[src/logic/seqctl_pkg.sv]
// Shared constants and types for the channel sequencer and autocycle control
package seqctl_pkg;

    // Register byte addresses
    localparam logic [15:0] ADDR_SEQUENCER_CONTROL = 16'h0022;
    localparam logic [15:0] ADDR_AUTOCYCLE_CONTROL = 16'h0023;
    localparam logic [15:0] ADDR_MASK_LO = 16'h0024;
    localparam logic [15:0] ADDR_MASK_HI = 16'h0025;

    // Reset values
    localparam logic [7:0] SEQUENCER_CONTROL_RST = 8'h80;
    localparam logic [7:0] AUTOCYCLE_CONTROL_RST = 8'h00;
    localparam logic [15:0] MASK_RST = 16'h0001;
    localparam logic [3:0] AC_RSVD_VAL = 4'h0;
    localparam logic [3:0] LAST_CHAN_RST = 4'hf;

    // Field positions
    localparam int STD_ON_BIT = 7;
    localparam int SLOTS_MSB = 6;
    localparam int AUTO_PERIOD_SELECT_MSB = 3;
    localparam int AUTO_PERIOD_SELECT_LSB = 1;
    localparam int AUTO_CONVERT_ON_BIT = 0;
    localparam int MASK_HI_LSB = 8;

    // Autocycle timing
    localparam int unsigned CLK_MHZ = 200;
    localparam int unsigned AUTO_PERIOD_US [8] = '{10, 20, 40, 80, 100, 200, 400, 800};
    localparam int CNT_W = 20;

    typedef struct packed {
        logic std_on;
        logic [6:0] slots_m1;
        logic [2:0] period;
        logic auto_on;
        logic [15:0] mask;
    } regs_t;

    localparam regs_t REGS_RST = '{
        std_on: SEQUENCER_CONTROL_RST[STD_ON_BIT],
        slots_m1: SEQUENCER_CONTROL_RST[SLOTS_MSB:0],
        period: AUTOCYCLE_CONTROL_RST[AUTO_PERIOD_SELECT_MSB:AUTO_PERIOD_SELECT_LSB],
        auto_on: AUTOCYCLE_CONTROL_RST[AUTO_CONVERT_ON_BIT],
        mask: MASK_RST
    };

    typedef struct packed {
        logic start;
        logic [3:0] channel;
        logic [6:0] slot;
        logic adv;
    } conv_t;

    typedef struct packed {
        logic run;
        logic [CNT_W-1:0] cnt;
        logic tick;
    } timer_t;

    // Cycles in one autocycle period
    function automatic logic [CNT_W-1:0] period_cycles(input logic [2:0] code,
                                                       input int unsigned cyc_per_us);
        period_cycles = CNT_W'(AUTO_PERIOD_US[code] * cyc_per_us);
    endfunction

endpackage

[src/logic/auto_period_timer.sv]
// Internal convert-start generator for autonomous conversion
`timescale 1ns/10ps
module auto_period_timer #(
    parameter int unsigned US_CYCLES = seqctl_pkg::CLK_MHZ
) (
    input wire logic clk,
    input wire logic nrst,
    input wire logic ce,
    input wire logic enable,
    input wire logic [2:0] period_sel,
    output logic tick
);
    seqctl_pkg::timer_t st_ff;
    seqctl_pkg::timer_t nxt_st;
    logic [seqctl_pkg::CNT_W-1:0] load;

    always_comb begin
        load = seqctl_pkg::period_cycles(period_sel, US_CYCLES) - 1'b1;
        nxt_st = st_ff;
        nxt_st.tick = 1'b0;
        if (!enable) begin
            nxt_st.run = 1'b0;
        end else if (!st_ff.run) begin
            nxt_st.run = 1'b1;
            nxt_st.cnt = load;
        end else if (st_ff.cnt == '0) begin
            nxt_st.tick = 1'b1;
            nxt_st.cnt = load;
        end else begin
            nxt_st.cnt = st_ff.cnt - 1'b1;
        end
    end

    always_ff @(posedge clk or negedge nrst) begin
        if (!nrst) begin
            st_ff <= '0;
        end else if (ce) begin
            st_ff <= nxt_st;
        end
    end

    assign tick = st_ff.tick;

    // Interval checker helpers
    logic [seqctl_pkg::CNT_W-1:0] gap_ff;
    logic gap_ok_ff;
    logic [2:0] sel_q_ff;

    always_ff @(posedge clk or negedge nrst) begin
        if (!nrst) begin
            gap_ff <= '0;
            gap_ok_ff <= 1'b0;
            sel_q_ff <= '0;
        end else if (ce) begin
            sel_q_ff <= period_sel;
            gap_ff <= st_ff.tick ? '0 : gap_ff + 1'b1;
            if (!enable || period_sel != sel_q_ff) begin
                gap_ok_ff <= 1'b0;
            end else if (st_ff.tick) begin
                gap_ok_ff <= 1'b1;
            end
        end
    end
endmodule

[src/logic/channel_sequencer_autocycle_ctrl.sv]
// Channel sequencer configuration, conversion pointer and autocycle control
// Operation
// - Sequencer control bit 7 enables the standard sequencer and resets to enabled.
// - Sequencer control bits 6:0 give the advanced slot count as the field value plus one.
// - Autocycle control bits 3:1 select the period of the internal convert start.
// - Period codes 0 to 7 give 10, 20, 40, 80, 100, 200, 400 and 800 us.
// - Autocycle control bit 0 turns autonomous conversion on and resets to off.
// - Autocycle control bits 7:4 are read-only and read as zero.
// - Each set mask bit n puts input n in the standard sequence, bit 15 the highest.
// - The channel mask resets with only input 0 selected.
`timescale 1ns/10ps
module channel_sequencer_autocycle_ctrl #(
    parameter int unsigned US_CYCLES = seqctl_pkg::CLK_MHZ
) (
    input wire logic MCLK,
    input wire logic NRST,
    input wire logic CE,
    input wire logic REG_WR,
    input wire logic REG_RD,
    input wire logic [15:0] REG_ADDR,
    input wire logic [7:0] REG_WDATA,
    output logic [7:0] REG_RDATA,
    input wire logic CONV_REQ,
    output logic CONV_START,
    output logic [3:0] CHANNEL,
    output logic [6:0] SLOT,
    output logic ADV_ACTIVE,
    output logic STANDARD_SEQUENCER_ON,
    output logic [6:0] ADVANCED_SLOT_COUNT_MINUS_ONE,
    output logic [2:0] AUTO_PERIOD_SELECT,
    output logic AUTO_CONVERT_ON,
    output logic [15:0] CHANNEL_MASK,
    output logic CMD_MODE_ALLOWED
);
    typedef struct packed {
        seqctl_pkg::regs_t regs;
        logic [1:0] req_sync;
        logic req_q;
        logic [3:0] last_chan;
        logic [6:0] next_slot;
        seqctl_pkg::conv_t conv;
        logic [7:0] rdata;
    } state_t;

    localparam state_t STATE_RST = '{
        regs: seqctl_pkg::REGS_RST,
        last_chan: seqctl_pkg::LAST_CHAN_RST,
        default: '0
    };

    state_t st_ff;
    state_t nxt_st;
    logic tick;
    logic req_edge;
    logic trigger;
    logic [3:0] ch;
    logic [6:0] sl;

    function automatic logic reg_hit(input logic [15:0] addr, input logic [15:0] target);
        reg_hit = (addr == target);
    endfunction

    // Next selected channel above cur, wrapping to the lowest
    function automatic logic [3:0] next_channel(input logic [15:0] mask, input logic [3:0] cur);
        logic [3:0] res;
        logic [3:0] idx;
        logic found;
        res = cur;
        found = 1'b0;
        for (int i = 1; i <= 16; i++) begin
            idx = cur + 4'(i);
            if (!found && mask[idx]) begin
                res = idx;
                found = 1'b1;
            end
        end
        next_channel = res;
    endfunction

    function automatic logic [7:0] read_byte(input seqctl_pkg::regs_t r, input logic [15:0] addr);
        read_byte = '0;
        if (reg_hit(addr, seqctl_pkg::ADDR_SEQUENCER_CONTROL)) begin
            read_byte = {r.std_on, r.slots_m1};
        end else if (reg_hit(addr, seqctl_pkg::ADDR_AUTOCYCLE_CONTROL)) begin
            read_byte = {seqctl_pkg::AC_RSVD_VAL, r.period, r.auto_on};
        end else if (reg_hit(addr, seqctl_pkg::ADDR_MASK_LO)) begin
            read_byte = r.mask[seqctl_pkg::MASK_HI_LSB-1:0];
        end else if (reg_hit(addr, seqctl_pkg::ADDR_MASK_HI)) begin
            read_byte = r.mask[15:seqctl_pkg::MASK_HI_LSB];
        end
    endfunction

    auto_period_timer #(
        .US_CYCLES(US_CYCLES)
    ) u_timer (
        .clk(MCLK),
        .nrst(NRST),
        .ce(CE),
        .enable(st_ff.regs.auto_on),
        .period_sel(st_ff.regs.period),
        .tick(tick)
    );

    assign req_edge = st_ff.req_sync[1] && !st_ff.req_q;
    // Autocycle owns convert start while on; the pin is ignored then
    assign trigger = st_ff.regs.auto_on ? tick : req_edge;

    always_comb begin
        nxt_st = st_ff;
        nxt_st.conv.start = 1'b0;
        nxt_st.req_sync = {st_ff.req_sync[0], CONV_REQ};
        nxt_st.req_q = st_ff.req_sync[1];
        ch = next_channel(st_ff.regs.mask, st_ff.last_chan);
        sl = (st_ff.next_slot > st_ff.regs.slots_m1) ? '0 : st_ff.next_slot;
        if (trigger) begin
            nxt_st.conv.start = 1'b1;
            nxt_st.conv.adv = !st_ff.regs.std_on;
            if (st_ff.regs.std_on) begin
                nxt_st.conv.channel = ch;
                nxt_st.last_chan = ch;
            end else begin
                nxt_st.conv.slot = sl;
                nxt_st.next_slot = (sl == st_ff.regs.slots_m1) ? '0 : sl + 1'b1;
            end
        end
        if (REG_RD) begin
            nxt_st.rdata = read_byte(st_ff.regs, REG_ADDR);
        end
        if (REG_WR) begin
            if (reg_hit(REG_ADDR, seqctl_pkg::ADDR_SEQUENCER_CONTROL)) begin
                nxt_st.regs.std_on = REG_WDATA[seqctl_pkg::STD_ON_BIT];
                nxt_st.regs.slots_m1 = REG_WDATA[seqctl_pkg::SLOTS_MSB:0];
                // Any sequencer control write restarts both sequences
                nxt_st.last_chan = seqctl_pkg::LAST_CHAN_RST;
                nxt_st.next_slot = '0;
            end else if (reg_hit(REG_ADDR, seqctl_pkg::ADDR_AUTOCYCLE_CONTROL)) begin
                nxt_st.regs.period = REG_WDATA[seqctl_pkg::AUTO_PERIOD_SELECT_MSB:seqctl_pkg::AUTO_PERIOD_SELECT_LSB];
                nxt_st.regs.auto_on = REG_WDATA[seqctl_pkg::AUTO_CONVERT_ON_BIT];
            end else if (reg_hit(REG_ADDR, seqctl_pkg::ADDR_MASK_LO)) begin
                nxt_st.regs.mask[seqctl_pkg::MASK_HI_LSB-1:0] = REG_WDATA;
            end else if (reg_hit(REG_ADDR, seqctl_pkg::ADDR_MASK_HI)) begin
                nxt_st.regs.mask[15:seqctl_pkg::MASK_HI_LSB] = REG_WDATA;
            end
        end
    end

    always_ff @(posedge MCLK or negedge NRST) begin
        if (!NRST) begin
            st_ff <= STATE_RST;
        end else if (CE) begin
            st_ff <= nxt_st;
        end
    end

    assign REG_RDATA = st_ff.rdata;
    assign CONV_START = st_ff.conv.start;
    assign CHANNEL = st_ff.conv.channel;
    assign SLOT = st_ff.conv.slot;
    assign ADV_ACTIVE = st_ff.conv.adv;
    assign STANDARD_SEQUENCER_ON = st_ff.regs.std_on;
    assign ADVANCED_SLOT_COUNT_MINUS_ONE = st_ff.regs.slots_m1;
    assign AUTO_PERIOD_SELECT = st_ff.regs.period;
    assign AUTO_CONVERT_ON = st_ff.regs.auto_on;
    assign CHANNEL_MASK = st_ff.regs.mask;
    assign CMD_MODE_ALLOWED = (st_ff.regs.slots_m1 == '0);
endmodule

[config.mk]
export PLATFORM = sky130hd
export DESIGN_NAME = channel_sequencer_autocycle_ctrl
export DESIGN_NICKNAME = d
export VERILOG_FILES = /design/src/logic/seqctl_pkg.sv /design/src/logic/auto_period_timer.sv /design/src/logic/channel_sequencer_autocycle_ctrl.sv
export SDC_FILE = /design/constraint.sdc
export NUM_CORES = 1
export LEC_CHECK = 0
export ABC_AREA = 1
export ABC_CLOCK_PERIOD_IN_PS = 4000
export BUFFER_PORTS_ARGS = -buffer_cell sky130_fd_sc_hd__buf_2
export CAP_MARGIN = 20
export CORE_MARGIN = 1
export CORE_UTILIZATION = 45
export DETAILED_ROUTE_END_ITERATION = 8
export PLACE_DENSITY_LB_ADDON = 0.3
export SLEW_MARGIN = 20
export SYNTH_ARGS = -nofsm -noshare
export SYNTH_HDL_FRONTEND = slang
export SYNTH_SLANG_ARGS = --single-unit
[constraint.sdc]
create_clock -name MCLK -period 4 [get_ports MCLK]
set_input_delay 0.2 -clock MCLK [delete_from_list [all_inputs] [get_ports MCLK]]
set_output_delay 0.2 -clock MCLK [all_outputs]
set_load 0.01 [all_outputs]
Word-level counts from Yosys, hierarchy flattened

Memory sizes are Yosys's and may differ from the RTL's.
Index checks and enable logic that the tools add are counted.

Add/sub/neg operators: 18
Multipliers: 1
Divide/modulo/power cells: 0
$lt $le $gt $ge: 18
Equal/unequal tests: 5
Shifts and indexed selects: 0
Multiplexer cells: 85
Bitwise logic cells: 5
Reductions and logical operators: 44

Operators by type and width:

| cell                                                                          | count |
|---|---|
| 4-bit by 5-bit less-than comparator with 1-bit output (second input constant) | 16 |
| 4-bit two-way mux                                                             | 18 |
| 1-bit binary-select mux with 4-bit select                                     | 16 |
| 16-bit by 6-bit equality test with 1-bit output (second input constant)       | 4 |
| 32-bit two-way mux                                                            | 2 |
| 20-bit two-way mux                                                            | 2 |
| 20-bit by 1-bit subtractor with 20-bit output (second input constant)         | 2 |
| 1-bit two-way mux                                                             | 36 |
| 4-bit adder (second input constant)                                           | 8 |
| 32-bit by 5-bit multiplier with 17-bit output (second input constant)         | 1 |
| 8-bit two-way mux                                                             | 4 |
| 7-bit two-way mux                                                             | 4 |
| 24-bit two-way mux                                                            | 1 |
| 11-bit two-way mux                                                            | 2 |
| 20-bit zero test                                                              | 1 |
| 1-bit zero test                                                               | 17 |
| 4-bit by 3-bit adder with 4-bit output (second input constant)                | 4 |
| 1-bit logical AND                                                             | 16 |
| 3-bit AND reduction                                                           | 3 |
| 4-bit by 2-bit adder with 4-bit output (second input constant)                | 2 |
| 7-bit by 1-bit adder with 7-bit output (second input constant)                | 1 |
| 7-bit equality test                                                           | 1 |
| 7-bit > comparator                                                            | 1 |
| 7-bit zero test                                                               | 1 |
| other kinds (8)                                                               | 13 |

Register bits after elaboration: 85
Bits in latches: 0
Memory bits (writable): 0
Memory bits (read-only): 256
Input port bits: 30
Output and inout bits: 50
Word-level logic and storage cells: 195
Memories kept: 1

Memory list:

| memory           | depth | bits a word | rd ports | clocked after Yosys merged registers in | wr ports | RTL line         | text |
|---|---|---|---|---|---|---|---|
| (name not given) | 8     | 32          | 1        | 0                                       | 0        | seqctl_pkg.sv:62 | `period_cycles = CNT_W'(AUTO_PERIOD_US[code] * cyc_per_us);` |

Longest topological paths before layout

Depth in word-level cells: 53
Gate-level depth with buffers: 32
Depth with buffers taken out: 32

Modules after synthesis

Synthesis repeated with hierarchy kept, for this count alone.

Cell total of the unflattened synthesis: 1,139
Area, all modules: 7,637.3 µm²

Modules (own cells, without submodules):

| module                           | times used | cells an instance | area an instance (µm²) | seq. area each (µm²) |
|---|---|---|---|---|
| channel_sequencer_autocycle_ctrl | 1          | 773               | 5,099.9                | 1,584.0 |
| auto_period_timer                | 1          | 366               | 2,537.4                | 550.5 |

Worst setup path before layout

Ideal clock, no wire load.

Path type: register to register
From: reg st_ff (netlist bit AUTO_PERIOD_SELECT[1])
To: reg u_timer.st_ff[19] in the netlist's numbering
Library setup time: 0.087 ns
Arrival time: 3.679 ns
Required time: 3.913 ns
Path slack: 0.234 ns
Cell stages (with the launch flop): 22
Path buffers: 0
Period minus slack after synthesis: 3.766 ns
Cell sequence: dfrtp_1 > inv_1 > ha_1 > a21oi_1 > inv_1 > ha_1 > ha_1 > inv_1 > fa_1 > inv_1 > ha_1 > a31o_2 > a21oi_1 > o21bai_1 > a21o_1 > a21oi_1 > nor2_1 > o21ai_0 > nand2_1 > xnor2_1 > nand2_1 > a22oi_1

Word-level cells in the longest chain between the ends: 8

RTL lines:

| element                                                    | RTL line                                | text |
|---|---|---|
| start, declared                                            | channel_sequencer_autocycle_ctrl.sv:51  | `state_t st_ff;` |
| start signal, assigned                                     | channel_sequencer_autocycle_ctrl.sv:151 | `st_ff <= nxt_st;` |
| 3-bit NOT with 4-bit output (not written as such) (*)      | seqctl_pkg.sv:62                        |  |
| memory 8 x 32 bit (*)                                      | --                                      |  |
| 32-bit two-way mux (not written as such) (*) (2 in series) | seqctl_pkg.sv:62                        |  |
| 32-bit by 5-bit multiplier with 17-bit output (*)          | seqctl_pkg.sv:62                        |  |
| 20-bit by 1-bit subtractor with 20-bit output (*)          | auto_period_timer.sv:18                 | `load = seqctl_pkg::period_cycles(period_sel, US_CYCLES) - 1'b1;` |
| 20-bit two-way mux                                         | auto_period_timer.sv:26                 | `end else if (st_ff.cnt == '0) begin` |
| 20-bit two-way mux (*)                                     | auto_period_timer.sv:23                 | `end else if (!st_ff.run) begin` |
| end signal, assigned                                       | auto_period_timer.sv:38                 | `st_ff <= nxt_st;` |
| end, declared                                              | auto_period_timer.sv:13                 | `seqctl_pkg::timer_t st_ff;` |

Every way passes the cells marked *; elsewhere a longest branch is shown, timed or not. The select of a mux whose other input is x is not followed.
A chain may end at the register's enable or synchronous reset.

Worst setup path in the final report

From: reg st_ff (netlist bit AUTO_PERIOD_SELECT[0])
To: reg u_timer.st_ff[19] in the netlist's numbering

Same word-level chain as after synthesis.

==> qor.txt <==
post-layout power: 2.482 mW
# fillers: 1591
die area: 16910 um^2
Max stage delay on crit path: 0.41 ns
Avg Cell Area, Syn: 6.889 um^2
Max Clock Freq: 0.2659 GHz
DPL Wire Length: 15.13 mm
Die W: 130.0 um
gr ovfl total: 0
most frequent cells in the layout: nand2_1, inv_1, nand3_1
smallest hold slack: 0.1049 ns
commonest non-fill, non-tap cell in the layout: nand2_1
drt drc: 0
most used flip-flop cell after synthesis: dfrtp_1
Area Overhead vs Synth: 9.920%
Cell Area, Synth: 7378 um^2
Crit path arrival time: 4.03 ns
Util after Layout: 50.87%
setup violators final: 0
first-pass GRT wire length: 32.37 mm
Core Region: 15940 um^2
Worst-path clk slew: 0.07 ns
Slew Limit Fails: 0
Leak Pwr: 4.144 nW
Post-synth EDFFs: 0
Setup TNS: 0 ns
Post-Route WL: 19.71 mm
Hold Crit Class: in2reg
WP data required: 4.26 ns
register bit total from synthesis: 85
sequential share of the synthesized area: 28.93%
CTS tree: yes
WP buf/inv: 4
Clock Sink Count: 85
Net Count, Synth: 1158
Port Buffers: 79
Fin Clk Skew: 0.008450 ns
Worst-Margin Slew: 1.008 ns
H-tree levels: 3
CTS Buf Count: 9
Post-DP Area: 7740 um^2
Final Instance Area: 8110 um^2
Rows: 46
CP endpoint kind: flop
slew margin rel.: 32.50%
pre-CTS setup slack: 0.1128 ns
GRT met2 Usage: 39.83%
Final nets: 1202
RSZ-0062 raised after global routing: yes
Unique masters post-synth: 45
GRT met1 Usage: 32.93%
final std cells w/o fill: 1336
Root Driver: clkbuf_16
num ports: 80
area occupied by registers: 2136 um^2
area of the multi-input gates: 4294 um^2
CP Launch Type: flop
layer with the highest usage: met2
initial antenna violation count: 0
final worst setup slack: 0.2389 ns
Initial Util: 46.28%
ratio of cells with drive above 1 in the final layout: 13.66%
crit-path cells: buf_4 > buf_4 > ha_1 > o21ai_0 > inv_1 > ha_1 > ha_1 > ha_1 > ha_1 > inv_1 > o21bai_1 > a21o_1 > a21oi_2 > nor2_1 > o21ai_0 > nand2_1 > xnor2_1 > nand2_1 > a22oi_1
status: finished, final reports clean
clk buf depth: 2
Post-Synthesis Cells: 1071
critical path fanouts, max: 4
Iter 0 DRT Violations: 482
clock period minus worst slack: 3.761 ns
First-pass DRT Iterations: 5
vias: 7055
post-DR vias/cell: 5.281
worst-skew pair later-pin latency: 0.36 ns
met3 Usage GRT: 5.084%
Slowest-stage cell, CP: o21ai_0
GPL Wtd Cong: 0.9470
ANT nets after route: 0
Max-cap violations: 0
dpl cells: 1318
vias in the first global route: 6529
Synth async-reset ratio: 100.0%
pin count of the biggest net entering global routing: 52
yosys warns: 0
Final Cycle Share: 94.03%
endpoints failing hold: 0
total track usage: 24.67%
number of antenna diodes: 0
Setup CP Type: reg2reg
Wirelength per Cell: 14.75 um
Top cell by count, worst path: ha_1
family with the most delay on the worst path: adder cells
Max VDD drop: 0.0004311 V
Pwr Density: 306.1 nW/um^2
die height: 130.0 um
[power breakdown]
part | switching [mW] | internal [mW] | leakage, nW
logic | 0.432 | 0.233 | 2.89
clock network | 0.413 | 0.444 | 0.145
registers | 0.0409 | 0.919 | 1.10
total | 0.886 | 1.60 | 4.14
[per-layer routing]
layer	wire, um	vias up
met5	0	-
met4	446	0
met3	1269	32
met2	8902	213
met1	9093	3250
li1	-	3560
[sequential cells by signal (all words and copies together), names as in the netlist]
register                       count
ADVANCED_SLOT_COUNT_MINUS_ONE      7
ADV_ACTIVE                         1
AUTO_CONVERT_ON                    1
AUTO_PERIOD_SELECT                 3
CHANNEL                            4
CHANNEL_MASK                      16
CONV_START                         1
REG_RDATA                          8
SLOT                               7
STANDARD_SEQUENCER_ON              1
nxt_st                             2
st_ff                             12
u_timer.st_ff                     21
u_timer.tick                       1
[kinds of logic (layout without fill, tap and decap cells)]
family          after synthesis  after routing  share of synthesized area [%]
fa+ha+maj                    57             57                          9.869
flops                        85             85                          28.93
simple gates                492            492                          28.59
xor+xnor                     41             41                          4.969
buf+inv                     214            263                          13.46
compound gates              182            182                          14.18
[path summary, 6_finish.rpt]
path	start	endpoint	slack (ns)	cells after the start
min reg2reg	CHANNEL[2]	CHANNEL[2]	0.48	2
max reg2reg	AUTO_PERIOD_SELECT[0]	u_timer.st_ff[19]	0.24	19
max in group asynchronous	NRST	STANDARD_SEQUENCER_ON	2.64	3
min	CONV_REQ	nxt_st[34]	0.10	3
max	AUTO_PERIOD_SELECT[0]	u_timer.st_ff[19]	0.24	19
min in group asynchronous	NRST	st_ff[23]	0.42	2
[synth_stat cells, types with 15 or more instances]
library cell  count  area, um^2
inv_1           139       521.8
xor2_1           26       227.7
o211ai_1         15       112.6
a21oi_1          36       180.2
ha_1             55       688.2
nand3_1         102       510.5
nor2_1           84       315.3
o21ai_0          92       460.4
buf_4            47       352.8
nand2_1         261       979.7
dfrtp_1          79        1977
[timing repair]
item | in CTS | in global routing
hold buffers | 1 | 0
hold endpoints to repair | 46 | 0
endpoints found under the setup margin | 0 | 11
gates resized for setup | 0 | 16
setup buffers | 0 | 1
[cell type report]
class                           instances  area share [%]
Clock buffer                            9           2.777
Tap cell                              216           3.332
Timing Repair Buffer                   98           6.788
Inverter                              149           6.896
Sequential cell                        85           26.33
Multi-Input combinational cell        772           52.95
Clock inverter                          7          0.9256
[worst register-to-register path: cells and delay by family (launching register included)]
| kind | cells | cell delay (ns) |
|---|---|---|
| adder cells (fa/ha/maj) | 5 | 1.39 |
| AO/OA/AOI/OAI | 6 | 1.10 |
| buffers and inverters | 4 | 0.49 |
| flip-flops | 1 | 0.38 |
| AND/OR/NAND/NOR | 3 | 0.19 |
| XOR/XNOR | 1 | 0.13 |
(Power assumes the default switching activity.)
